$ cat config.mk
export PLATFORM = sky130hd
export DESIGN_NAME = ftaap_top
export DESIGN_NICKNAME = d
export VERILOG_FILES = /design/src/verilog/ftaap_pkg.sv /design/src/verilog/ftaap_frame_timer.sv /design/src/verilog/ftaap_sticky_bank.sv /design/src/verilog/ftaap_top.sv
export SDC_FILE = /design/constraint.sdc
export NUM_CORES = 1
export LEC_CHECK = 0
export ABC_CLOCK_PERIOD_IN_PS = 6100
export BUFFER_PORTS_ARGS = -buffer_cell sky130_fd_sc_hd__buf_4
export CORE_ASPECT_RATIO = 1.4
export CORE_MARGIN = 2
export CORE_UTILIZATION = 27
export CTS_BUF_LIST = sky130_fd_sc_hd__clkbuf_8
export DETAILED_ROUTE_END_ITERATION = 8
export HOLD_SLACK_MARGIN = 0.05
export PLACE_DENSITY = 0.45
export SYNTH_ARGS = -nofsm -noshare
export SYNTH_HDL_FRONTEND = slang
export SYNTH_SLANG_ARGS = --single-unit
$ cat constraint.sdc
create_clock -name clk -period 6.1 [get_ports clk]
set_input_delay 0.915 -clock clk [delete_from_list [all_inputs] [get_ports clk]]
set_output_delay 0.915 -clock clk [all_outputs]
set_load 0.01 [all_outputs]
$ cat src/verilog/ftaap_pkg.sv
`default_nettype none
package ftaap_pkg;
  localparam int unsigned CLK_FREQ_HZ = 10_000_000;
  localparam int unsigned FRAME_CYCLES = 9720;
  localparam int unsigned ALARM_COUNT = 15;
  localparam int unsigned EVENT_COUNT = 4;
  localparam int unsigned PROT_W = 5;

  // alarm condition bit positions
  typedef enum logic [3:0] {
    ALM_LINE_AIS, ALM_PATH_AIS, ALM_LINE_RDI, ALM_PATH_RDI, ALM_PATH_ERDI,
    ALM_LOS, ALM_LOF, ALM_OOF, ALM_LOP, ALM_LOP_CONCAT, ALM_LCD,
    ALM_SF_BER, ALM_SD_BER, ALM_TRACE_MISMATCH, ALM_LABEL_MISMATCH
  } ftaap_alarm_type;

  // protection bus bit positions
  localparam int unsigned PROT_FEBE_CLK = 0;
  localparam int unsigned PROT_FEBE_DATA = 1;
  localparam int unsigned PROT_RDI_LSB = 2;
  localparam int unsigned PROT_RDI_MSB = 4;

  // register byte offsets
  localparam logic [7:0] REG_CONTROL = 8'h00;
  localparam logic [7:0] REG_ALARM_ENABLE = 8'h04;
  localparam logic [7:0] REG_ALARM_STATE = 8'h08;
  localparam logic [7:0] REG_INT_STATUS = 8'h0c;
  localparam logic [7:0] REG_INT_MASK = 8'h10;
  localparam logic [7:0] REG_PROT_STATE = 8'h14;

  // control fields
  localparam int unsigned CTL_DRIVE_EN = 0;
  localparam int unsigned CTL_ALIGN_EN = 1;
  localparam int unsigned CTL_W = 2;
  localparam logic [CTL_W-1:0] CONTROL_RESET = 2'h2;
  localparam logic [ALARM_COUNT-1:0] ALARM_ENABLE_RESET = 15'h7fff;
  localparam logic [EVENT_COUNT-1:0] INT_MASK_RESET = 4'h0;

  // alarm state fields
  localparam int unsigned ST_SUMMARY = 16;
  localparam int unsigned ST_OOF = 17;

  // interrupt event positions
  localparam int unsigned EV_RX_MARK = 0;
  localparam int unsigned EV_TX_MARK = 1;
  localparam int unsigned EV_ALIGN = 2;
  localparam int unsigned EV_ALARM_RISE = 3;

  localparam logic [1:0] RESP_OKAY = 2'h0;
  localparam logic [1:0] RESP_SLVERR = 2'h2;
endpackage
`default_nettype wire

$ cat src/verilog/ftaap_frame_timer.sv
`default_nettype none
module ftaap_frame_timer #(
  parameter int unsigned PERIOD = 9720
) (
  // clock and reset
  input wire logic clk,
  input wire logic reset_n,
  input wire logic clk_en,
  // control
  input wire logic run,
  input wire logic restart,
  // timing
  output logic timing_clock,
  output logic marker,
  output logic rise
);
  localparam int unsigned CW = $clog2(PERIOD);
  localparam logic [CW-1:0] LAST = CW'(PERIOD - 1);

  logic [CW-1:0] count;

  initial begin
    if (PERIOD < 2) begin
      $error("frame period too short");
    end
  end

  // rise marks the clk edge at which timing_clock goes high
  assign rise = clk_en & ~timing_clock;

  // divide by two gives an exact 50% duty timing clock
  always_ff @(posedge clk) begin
    if (!reset_n) begin
      timing_clock <= 1'b0;
    end else if (clk_en) begin
      timing_clock <= ~timing_clock;
    end
  end

  always_ff @(posedge clk) begin
    if (!reset_n) begin
      count <= '0;
    end else if (rise) begin
      if (restart || count == LAST) begin
        count <= '0;
      end else begin
        count <= count + 1'b1;
      end
    end
  end

  // marker is only touched at a rising edge, so it spans one timing cycle, or more while restart is high at each following rise
  always_ff @(posedge clk) begin
    if (!reset_n) begin
      marker <= 1'b0;
    end else if (rise) begin
      marker <= run && (restart || count == LAST);
    end
  end
endmodule
`default_nettype wire

$ cat src/verilog/ftaap_sticky_bank.sv
`default_nettype none
module ftaap_sticky_bank #(
  parameter int unsigned WIDTH = 4
) (
  // clock and reset
  input wire logic clk,
  input wire logic reset_n,
  input wire logic clk_en,
  // events and software access
  input wire logic [WIDTH-1:0] set_pulse,
  input wire logic [WIDTH-1:0] clear_bits,
  input wire logic [WIDTH-1:0] mask,
  // state
  output logic [WIDTH-1:0] status,
  output logic irq
);
  logic [WIDTH-1:0] next_status;

  initial begin
    if (WIDTH < 1) begin
      $error("sticky bank needs at least one bit");
    end
  end

  // a set arriving with its clear wins
  assign next_status = (status & ~clear_bits) | set_pulse;

  always_ff @(posedge clk) begin
    if (!reset_n) begin
      status <= '0;
    end else if (clk_en) begin
      status <= next_status;
    end
  end

  always_ff @(posedge clk) begin
    if (!reset_n) begin
      irq <= 1'b0;
    end else if (clk_en) begin
      irq <= |(next_status & mask);
    end
  end
endmodule
`default_nettype wire

$ cat src/verilog/ftaap_top.sv
// Decided for this implementation: the AXI4-Lite interface to the registers and the register offsets.
`default_nettype none
module ftaap_top #(
  parameter int unsigned FRAME_CYCLES = ftaap_pkg::FRAME_CYCLES,
  parameter int unsigned ADDR_W = 8
) (
  // clock, enable and reset
  input wire logic clk,
  input wire logic clk_en,
  input wire logic reset_n,
  // axi4-lite write address
  input wire logic [ADDR_W-1:0] s_axi_awaddr,
  input wire logic s_axi_awvalid,
  output logic s_axi_awready,
  // axi4-lite write data
  input wire logic [31:0] s_axi_wdata,
  input wire logic [3:0] s_axi_wstrb,
  input wire logic s_axi_wvalid,
  output logic s_axi_wready,
  // axi4-lite write response
  output logic [1:0] s_axi_bresp,
  output logic s_axi_bvalid,
  input wire logic s_axi_bready,
  // axi4-lite read address
  input wire logic [ADDR_W-1:0] s_axi_araddr,
  input wire logic s_axi_arvalid,
  output logic s_axi_arready,
  // axi4-lite read data
  output logic [31:0] s_axi_rdata,
  output logic [1:0] s_axi_rresp,
  output logic s_axi_rvalid,
  input wire logic s_axi_rready,
  // interrupt
  output logic irq,
  // receive timing and alarms
  input wire logic rx_out_of_frame,
  input wire logic [ftaap_pkg::ALARM_COUNT-1:0] rx_alarm_active,
  output logic rx_timing_clock,
  output logic rx_frame_marker,
  output logic rx_alarm_summary,
  // transmit timing
  input wire logic tx_frame_align_in,
  output logic tx_timing_clock,
  output logic tx_frame_marker,
  // receive path overhead data towards the protection bus
  input wire logic rx_febe_clock,
  input wire logic rx_febe_data,
  input wire logic [2:0] rx_rdi_code,
  // data for the transmit path overhead generator
  output logic tx_febe_clock,
  output logic tx_febe_data,
  output logic [2:0] tx_rdi_code,
  // protection bus pins
  input wire logic [ftaap_pkg::PROT_W-1:0] protect_in,
  output logic [ftaap_pkg::PROT_W-1:0] protect_out,
  output logic [ftaap_pkg::PROT_W-1:0] protect_oe,
  output logic protect_port_out_en
);
  import ftaap_pkg::*;

  initial begin
    if (FRAME_CYCLES < 2) begin
      $error("FRAME_CYCLES must be at least 2");
    end
    if (ADDR_W < 5 || ADDR_W > 8) begin
      $error("ADDR_W must lie between 5 and 8");
    end
  end

  // ----------------------------------------------------------------
  // registers and timing instances
  // ----------------------------------------------------------------
  logic [CTL_W-1:0] control;
  logic [ALARM_COUNT-1:0] alarm_enable;
  logic [EVENT_COUNT-1:0] int_mask;
  logic [EVENT_COUNT-1:0] int_status;
  logic [EVENT_COUNT-1:0] int_clear;
  logic [EVENT_COUNT-1:0] events;
  logic rx_rise;
  logic tx_rise;
  logic rx_mark_q;
  logic tx_mark_q;
  logic align_pulse;
  logic next_summary;
  logic [PROT_W-1:0] prot_level;

  // the alignment input counts only at a transmit rising edge
  assign align_pulse = tx_rise & tx_frame_align_in & control[CTL_ALIGN_EN];

  ftaap_frame_timer #(
    .PERIOD(FRAME_CYCLES)
  ) u_rx_timer (
    .clk(clk),
    .reset_n(reset_n),
    .clk_en(clk_en),
    .run(~rx_out_of_frame),
    .restart(1'b0),
    .timing_clock(rx_timing_clock),
    .marker(rx_mark_q),
    .rise(rx_rise)
  );

  ftaap_frame_timer #(
    .PERIOD(FRAME_CYCLES)
  ) u_tx_timer (
    .clk(clk),
    .reset_n(reset_n),
    .clk_en(clk_en),
    .run(1'b1),
    .restart(align_pulse),
    .timing_clock(tx_timing_clock),
    .marker(tx_mark_q),
    .rise(tx_rise)
  );

  assign rx_frame_marker = rx_mark_q;
  assign tx_frame_marker = tx_mark_q;

  // ----------------------------------------------------------------
  // receive alarm summary
  // ----------------------------------------------------------------
  assign next_summary = |(rx_alarm_active & alarm_enable);

  always_ff @(posedge clk) begin
    if (!reset_n) begin
      rx_alarm_summary <= 1'b0;
    end else if (rx_rise) begin
      rx_alarm_summary <= next_summary;
    end
  end

  // ----------------------------------------------------------------
  // protection bus
  // ----------------------------------------------------------------
  always_ff @(posedge clk) begin
    if (!reset_n) begin
      protect_port_out_en <= 1'b0;
      protect_oe <= '0;
    end else if (clk_en) begin
      protect_port_out_en <= control[CTL_DRIVE_EN];
      protect_oe <= {PROT_W{control[CTL_DRIVE_EN]}};
    end
  end

  always_ff @(posedge clk) begin
    if (!reset_n) begin
      protect_out <= '0;
    end else if (clk_en) begin
      protect_out[PROT_FEBE_CLK] <= rx_febe_clock;
      protect_out[PROT_FEBE_DATA] <= rx_febe_data;
      protect_out[PROT_RDI_MSB:PROT_RDI_LSB] <= rx_rdi_code;
    end
  end

  // transmit overhead data follows the bus only while it is an input
  always_ff @(posedge clk) begin
    if (!reset_n) begin
      tx_febe_clock <= 1'b0;
      tx_febe_data <= 1'b0;
      tx_rdi_code <= 3'h0;
    end else if (clk_en && !protect_port_out_en) begin
      tx_febe_clock <= protect_in[PROT_FEBE_CLK];
      tx_febe_data <= protect_in[PROT_FEBE_DATA];
      tx_rdi_code <= protect_in[PROT_RDI_MSB:PROT_RDI_LSB];
    end
  end

  assign prot_level = protect_port_out_en ? protect_out : protect_in;

  // ----------------------------------------------------------------
  // interrupt events
  // ----------------------------------------------------------------
  always_comb begin
    events = '0;
    events[EV_RX_MARK] = rx_rise & ~rx_out_of_frame & rx_mark_q;
    events[EV_TX_MARK] = tx_rise & tx_mark_q;
    events[EV_ALIGN] = align_pulse;
    events[EV_ALARM_RISE] = rx_rise & next_summary & ~rx_alarm_summary;
  end

  ftaap_sticky_bank #(
    .WIDTH(EVENT_COUNT)
  ) u_events (
    .clk(clk),
    .reset_n(reset_n),
    .clk_en(clk_en),
    .set_pulse(events),
    .clear_bits(int_clear),
    .mask(int_mask),
    .status(int_status),
    .irq(irq)
  );

  // ----------------------------------------------------------------
  // axi4-lite write side
  // ----------------------------------------------------------------
  logic aw_held;
  logic w_held;
  logic [ADDR_W-1:0] aw_addr;
  logic [31:0] w_data;
  logic [3:0] w_strb;
  logic do_write;
  logic [31:0] wr_mask;
  logic [7:0] wr_off;

  assign do_write = clk_en & aw_held & w_held & ~s_axi_bvalid;
  assign wr_off = 8'(aw_addr);
  assign wr_mask = {{8{w_strb[3]}}, {8{w_strb[2]}}, {8{w_strb[1]}}, {8{w_strb[0]}}};
  assign s_axi_awready = ~aw_held & ~s_axi_bvalid;
  assign s_axi_wready = ~w_held & ~s_axi_bvalid;

  always_ff @(posedge clk) begin
    if (!reset_n) begin
      aw_held <= 1'b0;
      aw_addr <= '0;
    end else if (clk_en) begin
      if (s_axi_awvalid && s_axi_awready) begin
        aw_held <= 1'b1;
        aw_addr <= s_axi_awaddr;
      end else if (do_write) begin
        aw_held <= 1'b0;
      end
    end
  end

  always_ff @(posedge clk) begin
    if (!reset_n) begin
      w_held <= 1'b0;
      w_data <= '0;
      w_strb <= '0;
    end else if (clk_en) begin
      if (s_axi_wvalid && s_axi_wready) begin
        w_held <= 1'b1;
        w_data <= s_axi_wdata;
        w_strb <= s_axi_wstrb;
      end else if (do_write) begin
        w_held <= 1'b0;
      end
    end
  end

  always_ff @(posedge clk) begin
    if (!reset_n) begin
      s_axi_bvalid <= 1'b0;
      s_axi_bresp <= RESP_OKAY;
    end else if (clk_en) begin
      if (do_write) begin
        s_axi_bvalid <= 1'b1;
        s_axi_bresp <= (wr_off[7:2] <= REG_PROT_STATE[7:2] && wr_off[1:0] == 2'h0) ? RESP_OKAY : RESP_SLVERR;
      end else if (s_axi_bready) begin
        s_axi_bvalid <= 1'b0;
      end
    end
  end

  always_ff @(posedge clk) begin
    if (!reset_n) begin
      control <= CONTROL_RESET;
      alarm_enable <= ALARM_ENABLE_RESET;
      int_mask <= INT_MASK_RESET;
    end else if (do_write) begin
      if (wr_off == REG_CONTROL) begin
        control <= CTL_W'((32'(control) & ~wr_mask) | (w_data & wr_mask));
      end
      if (wr_off == REG_ALARM_ENABLE) begin
        alarm_enable <= ALARM_COUNT'((32'(alarm_enable) & ~wr_mask) | (w_data & wr_mask));
      end
      if (wr_off == REG_INT_MASK) begin
        int_mask <= EVENT_COUNT'((32'(int_mask) & ~wr_mask) | (w_data & wr_mask));
      end
    end
  end

  // write one to clear, applied in the write cycle itself
  assign int_clear = (do_write && wr_off == REG_INT_STATUS) ? EVENT_COUNT'(w_data & wr_mask) : '0;

  // ----------------------------------------------------------------
  // axi4-lite read side
  // ----------------------------------------------------------------
  logic [31:0] rd_word;
  logic rd_ok;
  logic [7:0] rd_off;

  assign rd_off = 8'(s_axi_araddr);
  assign s_axi_arready = ~s_axi_rvalid;

  always_comb begin
    rd_word = 32'h0000_0000;
    rd_ok = 1'b1;
    unique case (rd_off)
      REG_CONTROL: begin
        rd_word[CTL_W-1:0] = control;
      end
      REG_ALARM_ENABLE: begin
        rd_word[ALARM_COUNT-1:0] = alarm_enable;
      end
      REG_ALARM_STATE: begin
        rd_word[ALARM_COUNT-1:0] = rx_alarm_active;
        rd_word[ST_SUMMARY] = rx_alarm_summary;
        rd_word[ST_OOF] = rx_out_of_frame;
      end
      REG_INT_STATUS: begin
        rd_word[EVENT_COUNT-1:0] = int_status;
      end
      REG_INT_MASK: begin
        rd_word[EVENT_COUNT-1:0] = int_mask;
      end
      REG_PROT_STATE: begin
        rd_word[PROT_W-1:0] = prot_level;
      end
      default: begin
        rd_ok = 1'b0;
      end
    endcase
  end

  always_ff @(posedge clk) begin
    if (!reset_n) begin
      s_axi_rvalid <= 1'b0;
      s_axi_rdata <= 32'h0000_0000;
      s_axi_rresp <= RESP_OKAY;
    end else if (clk_en) begin
      if (s_axi_arvalid && s_axi_arready) begin
        s_axi_rvalid <= 1'b1;
        s_axi_rdata <= rd_word;
        s_axi_rresp <= rd_ok ? RESP_OKAY : RESP_SLVERR;
      end else if (s_axi_rready) begin
        s_axi_rvalid <= 1'b0;
      end
    end
  end
endmodule
`default_nettype wire
==> run_results.csv <==
group,metric,value,unit
synth,ys_types,57,
place,preCtsSetupSlack,2.994,ns
power,leakagePower,2.664,nW
synth,synth-seq-cells,118,
clock_network,clock_sinks,118,
clock_network,insertion_delay,0.43,ns
worst_setup_path,slowest_stage,"nand4b_1",
layout,regArea,2362,um2
route,first_pass_iters,4,
sta,clock.fmax,0.3904,GHz
die,row_count,60,
synth,ys.flop_type,"dfxtp_1",
worst_setup_path,cp_max_fo,25,
die,die-area,20410,um2
clock_network,cts_max_level,4,
layout,nFillCells,2036,
worst_setup_path,critPathCaptureType,"register",
die,core_area,19070,um2
clock_network,cts_root_buf,"clkbuf_8",
clock_network,ctsResizeCount,0,
sta,setup_viol,0,
synth,synth_edf_count,0,
sta,tightest_slew,0.8984,ns
global_routing,grt_max_degree,62,
global_routing,antenna_found_initial,0,
sta,hold_ws,0.4578,ns
worst_setup_path,worstSetupPathType,"in -> reg",
sta,relSlewSlack,40.10,%
sta,period_needed,2.561,ns
synth,syn_area,5201,um2
layout,post_route_cells_drive_above_1_share,23.36,%
hold_path,min_path_type,"reg -> reg",
synth,netlist_top_cells_area,"dfxtp_1 45%, mux2i_1 7.5%, nand2_1 7.1%",
flow_run,drv_cap,0,
place,gp_congestion,0.7679,
sta,finalMaxSlewViolations,0,
power,vdd.ir_drop.worst,0.1121,mV
clock_network,cts_tree,"done",
global_routing,track_usage,14.06,%
clock_network,cts_buffer_depth,2,
synth,syn_inst,594,
sta,setup_slack,3.539,ns
sta,hold_viol,0,
clock_network,cts.hold.buffers_added,0,
worst_setup_path,critPathLaunchType,"input pin",
sta,finalCritPeriodShare,41.99,%
worst_setup_path,worstPathCellList,"buf_4 > nand4b_2 > nor4_1 > nand4b_1 > mux2i_1 > nand2_1",
layout,antenna_cells,0,
place,hpwlAfterDp,10640,um
sta,clock-skew-final,0.008620,ns
clock_network,numCtsBuffers,17,
worst_setup_path,cp.arrival,2.87,ns
route,vias_per_cell,4.686,
global_routing,grt_first_pass_wirelength,22540,um
die,fp.dieW,121.3,um
sta,fin_tns_setup,0,ns
place,portBuffers,113,
synth,yosysTopAreaCell,"dfxtp_1",
layout,final_nets,778,
layout,syn2layout_area_growth,25.31,%
synth,avgSynthCellArea,8.756,um2
sta,rsz0062_at_grt,"no",
synth,synth_top_area_share,45.42,%
route,wl_per_cell,15.05,um
worst_setup_path,critPathRequiredTime,6.41,ns
route,drt.antenna.violating_nets,0,
die,ios,150,
route,wl,14300,um
route,num_vias,4452,
route,drtIter0Drc,189,
clock_network,clk_pin_slew,0.07,ns
synth,async_flop_share,0,%
synth,yosysSeqAreaShare,45.42,%
die,start_util,27.28,%
power,powerDensity,260.2,nW/um2
synth,yosysWarnings,0,
run_status,outcome,"finished, final reports clean",
global_routing,grt_overflow_total,0,
layout,multi_input_area,2585,um2
clock_network,cts_setup_buffers,0,
global_routing,grt_pass1_vias,4332,
die,die_h,168.2,um
route,drc,0,
worst_setup_path,slowest_delay,0.56,ns
-- metal layers --
metal  vias to the layer above  share of wire (%)  global-route usage, %  wire length, um
met5                         -                  0                      0                0
met4                         0                1.2                  4.298              171
met1                      2103                 43                  16.81             6172
met3                         9                4.3                  3.083              614
met2                       114                 51                  24.89             7341
li1                       2226                  -                      -                -
-- cells in the mapped netlist, types with 4 or more instances --
cell type	n
nor2_1	69
nand3_1	11
buf_4	24
nand4_1	7
nor3_1	17
xnor2_1	10
dfxtp_1	118
nor2b_1	7
o41ai_1	4
nand4b_1	6
a21oi_1	45
o21ai_0	8
xor2_1	16
nand2b_1	5
and3_1	5
a22oi_1	9
mux2i_1	39
nand3b_1	5
clkbuf_1	27
a221oi_1	10
nand2_1	98
-- area by class of cell --
class | count | area share (%)
Inverter | 3 | 0.1728
Clock buffer | 19 | 4.012
Sequential cell | 118 | 36.25
Tap cell | 248 | 4.761
Clock inverter | 13 | 2.016
Timing Repair Buffer | 114 | 13.13
Multi-Input combinational cell | 435 | 39.66
-- path summary, 6_finish.rpt --
kind,cells past startpoint,from,slack [ns],to
setup / recovery,6,clk_en,3.54,register
hold reg to reg,2,w_strb[1],0.46,w_strb[1]
setup reg to reg,5,aw_addr[0],3.89,register
hold / removal,2,w_strb[1],0.46,w_strb[1]
-- critical path, delay by kind of cell --
kind          cells  cell delay [ns]
buf+inv           1             0.29
mux               1             0.31
simple gates      4             1.34
-- per-stage QoR --
step / area (um2) / instances / util [%] / total power, mW
after floorplan: 5261 / 610 / - / 0.9317
after global placement: 6125 / 918 / 32.12 / 1.006
after detailed placement: 6125 / 918 / 32.12 / 1.009
after CTS: 6518 / 950 / 34.18 / 1.722
after global routing: 6518 / 950 / 34.18 / 1.774
final: 6518 / 950 / 34.18 / 1.696
-- placed cells by master, fill, tap and decap left out, types with 7 or more instances in the layout --
master,synthesis,routed
nand3_1,11,11
nand2_1,98,98
dfxtp_1,118,118
mux2i_1,39,39
nand4_1,7,7
xor2_1,16,16
conb_1,1,17
a221oi_1,10,10
a22oi_1,9,9
a21oi_1,45,45
o21ai_0,8,8
nor2b_1,7,7
xnor2_1,10,10
clkbuf_8,0,19
nor3_1,17,17
nor2_1,69,69
buf_4,24,114
-- report_power, final --
group          internal [mW]  leakage (nW)  switching (mW)
Clock                  0.381         0.189           0.326
Sequential             0.797         0.961          0.0221
Combinational         0.0804          1.51          0.0898
-- cell families after synthesis --
family / count (synthesis) / synth area share (%)
multiplexers: 43 / 8.588
AO/OA/AOI/OAI: 91 / 11.07
adder cells (fa/ha/maj): 2 / 0.4810
buffers and inverters: 57 / 6.038
flip-flops: 118 / 45.42
XOR/XNOR: 26 / 4.378
AND/OR/NAND/NOR: 256 / 23.96
other: 1 / 0.07210
Note: power is estimated with default switching activity, not from simulation.
